File: config.mk
export PLATFORM = sky130hd
export DESIGN_NAME = dfc_ctrl
export DESIGN_NICKNAME = d
export VERILOG_FILES = /design/src/rtl/dfc_pkg.sv /design/src/rtl/dfc_ctrl.sv
export SDC_FILE = /design/constraint.sdc
export NUM_CORES = 1
export LEC_CHECK = 0
export BUFFER_PORTS_ARGS = -buffer_cell sky130_fd_sc_hd__buf_2
export CORE_MARGIN = 3
export CORE_UTILIZATION = 59
export CTS_CLUSTER_SIZE = 12
export DETAILED_ROUTE_END_ITERATION = 10
export PLACE_DENSITY = 0.8
export SLEW_MARGIN = 20
export SYNTH_ARGS = -nofsm -noshare
export SYNTH_HDL_FRONTEND = slang
export SYNTH_SLANG_ARGS = --single-unit
File: constraint.sdc
create_clock -name pclk -period 7.5 [get_ports pclk]
set_input_delay 1.5 -clock pclk [delete_from_list [all_inputs] [get_ports pclk]]
set_output_delay 1.5 -clock pclk [all_outputs]
set_load 0.05 [all_outputs]
File: src/rtl/dfc_pkg.sv
// Purpose: shared constants of the defect correction control block
// Assumes: 32-bit apb, byte addresses, one aligned word per register
// Notes: field positions follow the control and saturation layouts
package dfc_pkg;
  localparam logic [7:0] ctrl_off = 8'h00;
  localparam logic [7:0] sat_off = 8'h04;
  localparam logic [7:0] readback_off = 8'h08;
  localparam logic [7:0] tbl_ctrl_off = 8'h0C;
  localparam logic [7:0] tbl_data_off = 8'h10;
  localparam int gen_en_pos = 0;
  localparam int line_en_pos = 4;
  localparam int mode_lo = 5;
  localparam int skip_pos = 7;
  localparam int sft_lo = 8;
  localparam int tbl_rd_pos = 3;
  localparam int tbl_busy_pos = 4;
  localparam logic [15:0] ctrl_rst = 16'h0000;
  localparam logic [13:0] sat_rst = 14'h3FFF;
  localparam logic [15:0] readback_rst = 16'h0000;
  localparam logic [1:0] mode_sub = 2'h0;
  localparam logic [1:0] mode_sub_interp = 2'h1;
  localparam logic [1:0] mode_interp = 2'h2;
  localparam int pix_w = 14;
  localparam int fifo_depth = 8;
  localparam int tap_n = 5;
endpackage

File: src/rtl/dfc_ctrl.sv
// Purpose: defect correction control, saturation test and gain table read-back
// Assumes: pixel and table ports on pclk; frame_vertical_sync is an async pin
// Notes: the interpolation window runs across line ends; edge pixels may mix lines
//
// Our own choices: the APB interface to the registers and the register addresses.
`timescale 1ns/1ps

module dfc_fifo #(
  parameter int W = 14,
  parameter int D = 8
) (
  // clock and reset
  input wire logic pclk,
  input wire logic presetn,
  // fill side
  input wire logic in_valid,
  output logic in_ready,
  input wire logic [W-1:0] in_data,
  // drain side
  output logic out_valid,
  input wire logic out_ready,
  output logic [W-1:0] out_data
);
  localparam int aw = $clog2(D);
  logic [W-1:0] mem_q [D];
  logic [aw-1:0] wr_q, rd_q;
  logic [aw:0] cnt_q;
  wire push = in_valid && in_ready;
  wire pop = out_valid && out_ready;
  assign in_ready = cnt_q != (aw+1)'(D);
  assign out_valid = cnt_q != '0;
  assign out_data = mem_q[rd_q];
  always_ff @(posedge pclk or negedge presetn) begin
    if (!presetn) begin
      wr_q <= '0;
      rd_q <= '0;
      cnt_q <= '0;
    end else begin
      if (push) wr_q <= (wr_q == aw'(D-1)) ? '0 : wr_q + 1'b1;
      if (pop) rd_q <= (rd_q == aw'(D-1)) ? '0 : rd_q + 1'b1;
      cnt_q <= cnt_q + (aw+1)'(push) - (aw+1)'(pop);
    end
  end
  always_ff @(posedge pclk) begin
    if (push) mem_q[wr_q] <= in_data;
  end
endmodule

// What this block does
// - the fetched 16-bit gain table word is readable in a debug register
// - defect level is left shifted by the 3-bit shift amount before subtracting
// - the shifted and subtracted level is the per-defect level input
// - upper pixels skip set leaves pixels above the defect without line correction
// - mode 0 subtracts level but passes saturating pixels unchanged
// - mode 1 subtracts level, saturating pixels get the two-away average
// - mode 2 always interpolates the two-away neighbours; mode 3 reserved
// - line correction enable takes effect at the next vertical sync
// - general correction enable takes effect at the next vertical sync
// - a 14-bit saturation threshold is held and programmable
module dfc_ctrl (
  // clock and reset
  input wire logic pclk,
  input wire logic presetn,
  // apb slave
  input wire logic psel,
  input wire logic penable,
  input wire logic pwrite,
  input wire logic [7:0] paddr,
  input wire logic [31:0] pwdata,
  output logic [31:0] prdata,
  output logic pready,
  output logic pslverr,
  // gain table fetch
  output logic tbl_rd_req,
  input wire logic tbl_rd_valid,
  input wire logic [15:0] tbl_rd_data,
  // frame sync pin
  input wire logic frame_vertical_sync,
  // pixel input
  input wire logic pix_valid,
  output logic pix_ready,
  input wire logic [dfc_pkg::pix_w-1:0] pix_data,
  input wire logic pix_on_line_defect,
  input wire logic pix_above_defect,
  input wire logic pix_general_defect,
  input wire logic [7:0] per_defect_level,
  // pixel output
  output logic out_valid,
  input wire logic out_ready,
  output logic [dfc_pkg::pix_w-1:0] out_data
);
  localparam int pw = dfc_pkg::pix_w;
  // registers
  logic [2:0] sft_q;
  logic skip_q, line_en_q, gen_en_q, line_on_q, gen_on_q;
  logic [1:0] mode_q;
  logic [13:0] sat_q;
  logic [15:0] readback_q;
  logic rd_sel_q, busy_q, req_q;
  logic [31:0] prdata_q;
  logic pready_q, pslverr_q;
  // apb decode
  wire setup = psel && !penable;
  wire wr_go = psel && penable && pready_q && pwrite;
  wire hit_ctrl = paddr == dfc_pkg::ctrl_off;
  wire hit_sat = paddr == dfc_pkg::sat_off;
  wire hit_rb = paddr == dfc_pkg::readback_off;
  wire hit_tc = paddr == dfc_pkg::tbl_ctrl_off;
  wire hit_td = paddr == dfc_pkg::tbl_data_off;
  wire mapped = hit_ctrl || hit_sat || hit_rb || hit_tc || hit_td;
  wire [15:0] ctrl_rd = {5'h00, sft_q, skip_q, mode_q, line_en_q, 3'h0, gen_en_q};
  wire [15:0] tc_rd = {11'h000, busy_q, rd_sel_q, 3'h0};
  wire [31:0] rd_mux = hit_ctrl ? {16'h0000, ctrl_rd} :
                       hit_sat ? {18'h00000, sat_q} :
                       hit_rb ? {16'h0000, readback_q} :
                       hit_tc ? {16'h0000, tc_rd} : 32'h0000_0000;
  // a write to the data port only launches a fetch while read select is set
  wire fetch_go = wr_go && hit_td && rd_sel_q && !busy_q;
  assign prdata = prdata_q;
  assign pready = pready_q;
  assign pslverr = pslverr_q;
  assign tbl_rd_req = req_q;
  always_ff @(posedge pclk or negedge presetn) begin
    if (!presetn) begin
      prdata_q <= 32'h0000_0000;
      pready_q <= 1'b0;
      pslverr_q <= 1'b0;
    end else begin
      pready_q <= setup;
      pslverr_q <= setup && !mapped;
      if (setup) prdata_q <= pwrite ? 32'h0000_0000 : rd_mux;
    end
  end
  always_ff @(posedge pclk or negedge presetn) begin
    if (!presetn) begin
      sft_q <= dfc_pkg::ctrl_rst[dfc_pkg::sft_lo +: 3];
      skip_q <= dfc_pkg::ctrl_rst[dfc_pkg::skip_pos];
      mode_q <= dfc_pkg::ctrl_rst[dfc_pkg::mode_lo +: 2];
      line_en_q <= dfc_pkg::ctrl_rst[dfc_pkg::line_en_pos];
      gen_en_q <= dfc_pkg::ctrl_rst[dfc_pkg::gen_en_pos];
      sat_q <= dfc_pkg::sat_rst;
      rd_sel_q <= 1'b0;
    end else if (wr_go) begin
      if (hit_ctrl) begin
        sft_q <= pwdata[dfc_pkg::sft_lo +: 3];
        skip_q <= pwdata[dfc_pkg::skip_pos];
        mode_q <= pwdata[dfc_pkg::mode_lo +: 2];
        line_en_q <= pwdata[dfc_pkg::line_en_pos];
        gen_en_q <= pwdata[dfc_pkg::gen_en_pos];
      end
      if (hit_sat) sat_q <= pwdata[13:0];
      if (hit_tc) rd_sel_q <= pwdata[dfc_pkg::tbl_rd_pos];
    end
  end
  // table fetch: busy from the data port write until the word returns
  always_ff @(posedge pclk or negedge presetn) begin
    if (!presetn) begin
      busy_q <= 1'b0;
      req_q <= 1'b0;
      readback_q <= dfc_pkg::readback_rst;
    end else begin
      req_q <= fetch_go;
      if (fetch_go) busy_q <= 1'b1;
      else if (tbl_rd_valid) busy_q <= 1'b0;
      if (busy_q && tbl_rd_valid) readback_q <= tbl_rd_data;
    end
  end
  // frame sync: three stages, an edge counts when stage two is high and stage three still low
  logic [2:0] vs_q;
  always_ff @(posedge pclk or negedge presetn) begin
    if (!presetn) vs_q <= 3'h0;
    else vs_q <= {vs_q[1:0], frame_vertical_sync};
  end
  wire vs_rise = vs_q[1] && !vs_q[2];
  always_ff @(posedge pclk or negedge presetn) begin
    if (!presetn) begin
      line_on_q <= 1'b0;
      gen_on_q <= 1'b0;
    end else if (vs_rise) begin
      line_on_q <= line_en_q;
      gen_on_q <= gen_en_q;
    end
  end
  // pixel window; the fifo's ready stalls the whole window
  // the incoming pixel is the right-hand tap, so four stored pixels fill the window
  logic [pw-1:0] win_q [dfc_pkg::tap_n - 1];
  logic [10:0] side_q [2];
  logic [2:0] fill_q;
  logic fifo_ready;
  wire shift = pix_valid && fifo_ready;
  wire win_full = fill_q == 3'(dfc_pkg::tap_n - 1);
  always_ff @(posedge pclk or negedge presetn) begin
    if (!presetn) fill_q <= 3'h0;
    else if (shift && !win_full) fill_q <= fill_q + 3'h1;
  end
  always_ff @(posedge pclk) begin
    if (shift) begin
      win_q[0] <= pix_data;
      side_q[0] <= {pix_on_line_defect, pix_above_defect, pix_general_defect, per_defect_level};
      for (int i = 1; i < dfc_pkg::tap_n - 1; i++) win_q[i] <= win_q[i-1];
      for (int i = 1; i < 2; i++) side_q[i] <= side_q[i-1];
    end
  end
  assign pix_ready = fifo_ready;
  // correction of the centre pixel
  wire [pw-1:0] cur = win_q[1];
  wire c_line = side_q[1][10];
  wire c_above = side_q[1][9];
  wire c_gen = side_q[1][8];
  wire [7:0] c_level = side_q[1][7:0];
  wire [pw-1:0] shifted = pw'({6'h00, c_level} << sft_q);
  // level above the pixel clamps to zero rather than wrapping
  wire [pw-1:0] sub = (cur > shifted) ? cur - shifted : '0;
  wire [pw:0] pair_sum = {1'b0, win_q[3]} + {1'b0, pix_data};
  wire [pw-1:0] interp = pair_sum[pw:1];
  wire sat = cur >= sat_q;
  wire line_act = line_on_q && c_line && !(skip_q && c_above);
  wire [pw-1:0] line_val = (mode_q == dfc_pkg::mode_sub) ? (sat ? cur : sub) :
                           (mode_q == dfc_pkg::mode_sub_interp) ? (sat ? interp : sub) :
                           (mode_q == dfc_pkg::mode_interp) ? interp : cur;
  wire [pw-1:0] corr = line_act ? line_val : (gen_on_q && c_gen) ? interp : cur;
  wire push = shift && win_full;
  dfc_fifo #(.W(pw), .D(dfc_pkg::fifo_depth)) out_fifo (
    .pclk(pclk),
    .presetn(presetn),
    .in_valid(push),
    .in_ready(fifo_ready),
    .in_data(corr),
    .out_valid(out_valid),
    .out_ready(out_ready),
    .out_data(out_data)
  );
endmodule

## Word level (Yosys, flattened, before mapping)

Memory sizes are Yosys's and may differ from the RTL's.
Index checks and enable logic that the tools add are counted.
W data, S select, Z words.

| cells by class | value |
|---|---|
| shift-type cells | 1 |
| add/sub/neg operators | 7 |
| reduce and logical (&&, ||, !) cells | 36 |
| magnitude comparators | 2 |
| eq/ne operators | 10 |
| multiplexer cells | 21 |

Operator list:

| cell | count |
|---|---|
| $mux W14 | 8 |
| $mux W16 | 4 |
| $logic_and A1 B1 Y1 | 19 |
| $eq A8 B4 Y1 const B | 2 |
| $add A14 B14 Y15 | 1 |
| $ge A14 B14 Y1 | 1 |
| $gt A14 B14 Y1 | 1 |
| $shl A8 B3 Y14 | 1 |
| $sub A14 B14 Y14 | 1 |
| $add A3 B1 Y3 const B | 3 |
| $eq A3 B3 Y1 const B | 3 |
| $eq A8 B3 Y1 const B | 1 |
| $eq A8 B5 Y1 const B | 1 |
| $logic_not A8 Y1 | 1 |
| $logic_not A1 Y1 | 6 |
| $mux W1 | 6 |
| $mux W3 | 2 |
| $reduce_and A2 Y1 | 3 |
| $mux W5 | 1 |
| $add A4 B1 Y4 | 1 |
| $logic_or A1 B1 Y1 | 4 |
| $ne A4 B4 Y1 const B | 1 |
| $reduce_bool A4 Y1 | 1 |
| $sub A4 B1 Y4 | 1 |
| 4 further kinds | 4 |

| word-level totals | value |
|---|---|
| memory bits (writable) | 190 |
| memories | 3 |
| logic and storage cells | 100 |
| output and inout bits | 51 |
| register bits after elaboration | 93 |

Memories:

| name | depth | width | read ports | clocked after memory_dff | wr ports | line | RTL |
|---|---|---|---|---|---|---|---|
| out_fifo.mem_q | 8 | 14 | 1 | 0 | 1 | dfc_ctrl.sv:25 | `logic [W-1:0] mem_q [D];` |
| win_q | 4 | 14 | 4 | 0 | 4 | dfc_ctrl.sv:186 | `logic [pw-1:0] win_q [dfc_pkg::tap_n - 1];` |
| side_q | 2 | 11 | 2 | 0 | 2 | dfc_ctrl.sv:187 | `logic [10:0] side_q [2];` |

## Logic depth before layout (Yosys ltp)

An unclocked memory read counts as a cell.

| depth | value |
|---|---|
| word-level depth | 8 |
| mapped depth | 15 |
| depth with buffers taken out | 13 |

## Cells and area by module

A second synthesis with hierarchy kept.

| second synthesis, totals | value |
|---|---|
| cell total of the unflattened synthesis | 877 |
| area, all modules | 12,645.9 µm² |

By module, submodules not included:

| module | area an instance (µm²) | cells an instance | instances |
|---|---|---|---|
| dfc_ctrl | 7,713.6 | 657 | 1 |
| dfc_fifo | 4,932.2 | 220 | 1 |

## Worst setup path before layout

OpenSTA, ideal clock, no wires.

| timing | value |
|---|---|
| kind | input-to-reg |
| from | input port pix_valid |
| to | memory out_fifo.mem_q[0][0], enable pin |
| arrival time | 6,058 ps |
| data required time | 7,079 ps |
| slack | 1,020 ps |
| stages on the path | 4 |
| cells stage by stage | and2_1 > clkbuf_1 > nand3_1 > nor4_1 |

| on the way | value |
|---|---|
| cells in the longest elaborated chain, start to end | 5 |

Ends and longest elaborated chain:

| what | line | RTL |
|---|---|---|
| start: declaration | dfc_ctrl.sv:80 | `input wire logic pix_valid,` |
| $logic_and A1 B1 Y1 | dfc_ctrl.sv:190 | `wire shift = pix_valid && fifo_ready;` |
| named net shift | dfc_ctrl.sv:190 |  |
| $logic_and A1 B1 Y1 | dfc_ctrl.sv:222 | `wire push = shift && win_full;` |
| $logic_and A1 B1 Y1 | dfc_ctrl.sv:28 | `wire push = in_valid && in_ready;` |
| $mux W1 | dfc_ctrl.sv:45 | `if (push) mem_q[wr_q] <= in_data;` |
| $mux W1 (implied by the code) | dfc_ctrl.sv:45 |  |
| end: declaration | dfc_ctrl.sv:25 |  |

The timed path passes the listed nets, and every way through them passes these cells.

## Final worst setup path

| timing | value |
|---|---|
| from | register sft_q[1] |
| to | memory out_fifo.mem_q[2][2] (data pin) |

| on the way | value |
|---|---|
| cells in the longest elaborated chain, start to end | 7 |
| elaborated cells on any way between the ends | 9 |
| those cells by class | add/sub: 1; order compare: 1; shift: 1; mux: 6 |

Ends and longest elaborated chain:

| what | line | RTL |
|---|---|---|
| start: declaration | dfc_ctrl.sv:94 | `logic [2:0] sft_q;` |
| start signal: assignment | dfc_ctrl.sv:136 | `sft_q <= dfc_pkg::ctrl_rst[dfc_pkg::sft_lo +: 3];` |
| start signal: assignment | dfc_ctrl.sv:145 | `sft_q <= pwdata[dfc_pkg::sft_lo +: 3];` |
| $shl A8 B3 Y14 (*) | dfc_ctrl.sv:211 | `wire [pw-1:0] shifted = pw'({6'h00, c_level} << sft_q);` |
| $sub A14 B14 Y14 / $gt A14 B14 Y1 (equally long branches) | dfc_ctrl.sv:213 | `wire [pw-1:0] sub = (cur > shifted) ? cur - shifted : '0;` |
| $mux W14 (*) | dfc_ctrl.sv:213 |  |
| $mux W14 (2 in series) | dfc_ctrl.sv:219 | `(mode_q == dfc_pkg::mode_sub_interp) ? (sat ? interp : sub) :` |
| $mux W14 (*) | dfc_ctrl.sv:218 | `wire [pw-1:0] line_val = (mode_q == dfc_pkg::mode_sub) ? (sat ? cur : sub) :` |
| $mux W14 (*) | dfc_ctrl.sv:221 | `wire [pw-1:0] corr = line_act ? line_val : (gen_on_q && c_gen) ? interp : cur;` |
| named net corr[2] | dfc_ctrl.sv:221 |  |

The timed path passes the listed nets; every way through them passes the cells marked *.

==> impl_metrics.env <==
export IMPL_outcome="complete, no violations"
export IMPL_r2r_slack_ps=3140
export IMPL_port_buffers=106
export IMPL_grt_ovfl_total=0
export IMPL_setup_viol=0
export IMPL_dieArea_sq_um=23500
export IMPL_fp_dieH_um=153
export IMPL_tns_ps=0
export IMPL_route_detailed_drc=0
export IMPL_cp_required_ps=7720
export IMPL_max_freq_mhz=230
export IMPL_slowest_delay_ps=680
export IMPL_clkSinkCount=267
export IMPL_cp_cell_sequence="mux2_2, nor2_1, a31oi_1, ha_1, nand4_1, nor2_1, a21oi_1, a211o_1, nor2_1, a221oi_1, o22ai_1"
export IMPL_cp_common_cell="nor2_1"
export IMPL_relSlewSlack_pct=34.7
export IMPL_crit_type="flip-flop to flip-flop"
export IMPL_async_flop_share_pct=28.8
export IMPL_min_delay_start="vs_q[0]$_DFF_PN0_"
export IMPL_drtPass1Iterations=5
export IMPL_postSynthCellCount=945
export IMPL_grt_pass1_wl_um=43700
export IMPL_post_cts_resize_count=0
export IMPL_ios=141
export IMPL_post_cts_buffers=0
export IMPL_coreArea_sq_um=21200
export IMPL_timing_rr_start="sft_q[1]$_DFFE_PN0P_"
export IMPL_drt_total_wl_um=27600
export IMPL_final_common_cell="edfxtp_1"
export IMPL_final_hold_viol_count=0
export IMPL_synth_area_per_cell_sq_um=13.5
export IMPL_synthTopCellsByArea="edfxtp_1, dfrtp_1, mux2_2, ha_1, mux4_2"
export IMPL_synth_edff_count=190
export IMPL_hpwl_um=18600
export IMPL_cts_root_buf="clkbuf_16"
export IMPL_drive_gt1_share_pct=25.6
export IMPL_combPwrFrac_pct=28.6
export IMPL_clkPwrFrac_pct=27.9
export IMPL_netSwitchingFraction_pct=32.2
export IMPL_cts_buffer_depth=3
export IMPL_grtUsageTotal_pct=23.4
export IMPL_power_frac_seq_pct=43.5
export IMPL_std_cell_rows=53
export IMPL_ff2ff_path_depth=11
export IMPL_tightest_slew_ps=979
export IMPL_detail_route_antenna_nets=0
export IMPL_hold_class="flip-flop to flip-flop"
export IMPL_syn_area_sq_um=12800
export IMPL_cts_hold_buf=0
export IMPL_synth_top_cell_area_share_pct=44.6
export IMPL_clk_latency_ps=530
export IMPL_h_tree_depth=1
export IMPL_area_growth_pct=12.3
export IMPL_synth_cell_type_count=63
export IMPL_power_leakage_nw=5.63
export IMPL_grt_max_degree=80
export IMPL_p_per_area_nw_per_um2=301
export IMPL_yosys_warnings=0
export IMPL_clkSlewWorstSetupHoldPaths_ps=60
export IMPL_final_max_slew_viol_count=0
export IMPL_ys_seq_elements=267
export IMPL_worst_clock_skew_ps=24.2
export IMPL_min_period_over_period_pct=58.1
export IMPL_wire_per_inst_um=20.6
export IMPL_place_congestion=0.921
export IMPL_period_minus_slack_ps=4360
export IMPL_cts_tree="done"
export IMPL_finalNetCount=1201
export IMPL_cp_start_kind="flip-flop"
export IMPL_internal_power_mw=2.94
export IMPL_maxCapViolations=0
export IMPL_layout_common_cells="edfxtp_1, buf_2, mux2_2"
export IMPL_p_sw_mw=1.40
export IMPL_slowest_stage="dfrtp_1"
export IMPL_critPathCaptureType="flip-flop"
export IMPL_numCtsBuffers=27
export IMPL_viasPerCell=6.15
export IMPL_hold_depth=0
export IMPL_setup_worst_path_start="sft_q[1]$_DFFE_PN0P_"
export IMPL_crit_fanout=19
export IMPL_dp_cells=1297
export IMPL_start_util_pct=60.4
export IMPL_drt_iter0_drc=806
export IMPL_instances_no_fill=1340
export IMPL_dieWidth_um=153
export IMPL_rsz0062_at_grt="no"
export IMPL_first_global_vias=8082
export IMPL_cp_arrival_ps=4580
export IMPL_synth_seq_area_share_pct=59.8
export IMPL_total_power_mw=4.33
export IMPL_ir_drop_mv=0.183
export IMPL_grt_antenna_before_repair=2
export IMPL_ys_flop_type="edfxtp_1"
export IMPL_fill_cells=1465
export IMPL_vias=8245
export IMPL_yosysTopAreaCell="edfxtp_1"
sequential cells by signal, indices dropped and copies added, names as in the netlist, 2 cells and up:
register        cells
out_fifo.cnt_q      4
fill_q              3
out_fifo.mem_q    112
win_q              56
vs_q                3
sat_q              14
side_q             22
mode_q              2
readback_q         16
out_fifo.rd_q       3
prdata             16
sft_q               3
out_fifo.wr_q       3
cells in the mapped netlist (7+ instances only):
| master | count |
|---|---|
| a21o_1 | 12 |
| a21oi_1 | 44 |
| a31oi_1 | 10 |
| buf_4 | 17 |
| clkbuf_1 | 32 |
| dfrtp_1 | 63 |
| dfstp_2 | 14 |
| edfxtp_1 | 190 |
| ha_1 | 56 |
| inv_1 | 37 |
| mux2_2 | 67 |
| mux2i_1 | 19 |
| mux4_2 | 29 |
| nand2_1 | 66 |
| nand2b_1 | 9 |
| nand3_1 | 13 |
| nor2_1 | 43 |
| nor3_1 | 28 |
| o211ai_1 | 7 |
| o21a_1 | 9 |
| o21ai_0 | 43 |
| or3_1 | 7 |
| xnor2_1 | 13 |
| xor2_1 | 10 |
routing by layer:
layer  vias to the layer above  track usage (%)  part of all wire (%)
met5                         -                0                     0
met4                         0             8.19                   3.7
met3                        89             2.86                   6.0
met2                       328             38.9                    49
met1                      4062             32.2                    41
li1                       3766                -                     -
cells by family (layout without fill, tap and decap cells):
group	Yosys count	count (layout)	synth area share, %
AND/OR/NAND/NOR	200	200	7.39
adder cells (fa/ha/maj)	59	59	5.95
multiplexers	115	115	12.5
flip-flops	267	267	59.8
buffers and inverters	92	195	3.23
XOR/XNOR	23	23	1.58
AO/OA/AOI/OAI	188	188	9.51
other	1	18	0.0293
power by group through the flow:
stage	Sequential (mW)	Clock, mW	Combinational (mW)
2_1_floorplan	1.84	0	0.999
3_3_place_gp	1.92	0	1.17
3_5_place_dp	1.93	0	1.20
4_1_cts	1.91	1.23	1.21
5_1_grt	1.90	1.29	1.35
6_report	1.88	1.21	1.24
per-stage QoR:
| step | util [%] | hold WS (ps) | setup WS, ps | instance area, sq um |
|---|---|---|---|---|
| 2_1_floorplan | - | 331 | 1020 | 12800 |
| 3_3_place_gp | 64.1 | 344 | 3270 | 13600 |
| 3_5_place_dp | 64.1 | 339 | 3200 | 13600 |
| 4_1_cts | 67.8 | 355 | 3200 | 14300 |
| 5_1_grt | 67.9 | 364 | 2710 | 14400 |
| 6_report | 67.9 | 352 | 3140 | 14400 |
area by class of cell:
type | count | area (sq um) | area share, %
multi-input combinational | 601 | 4810 | 33.5
sequential | 267 | 7650 | 53.3
antenna | 2 | 5.00 | 0.0348
inverter | 37 | 139 | 0.967
clock inverter | 4 | 22.5 | 0.157
clock buffer | 36 | 751 | 5.23
tap | 275 | 344 | 2.40
timing repair buffer | 118 | 643 | 4.48
worst max-delay path: cells and delay by family (launching register included):
| family | cells | cell delay [ps] |
|---|---|---|
| mux | 1 | 410 |
| fa+ha+maj | 1 | 420 |
| simple gates | 4 | 1040 |
| flops | 1 | 680 |
| compound gates | 5 | 1460 |
final timing paths:
kind | end
worst max-delay path | out_fifo.mem_q[2][2]$_DFFE_PP_
worst min-delay path | vs_q[1]$_DFF_PN0_
worst max register to register | out_fifo.mem_q[2][2]$_DFFE_PP_
worst min register to register | vs_q[1]$_DFF_PN0_
max in group asynchronous | out_fifo.rd_q[0]$_DFFE_PN0P_
min in group asynchronous | out_fifo.cnt_q[0]$_DFF_PN0_
Note: power is estimated with default switching activity, not from simulation.
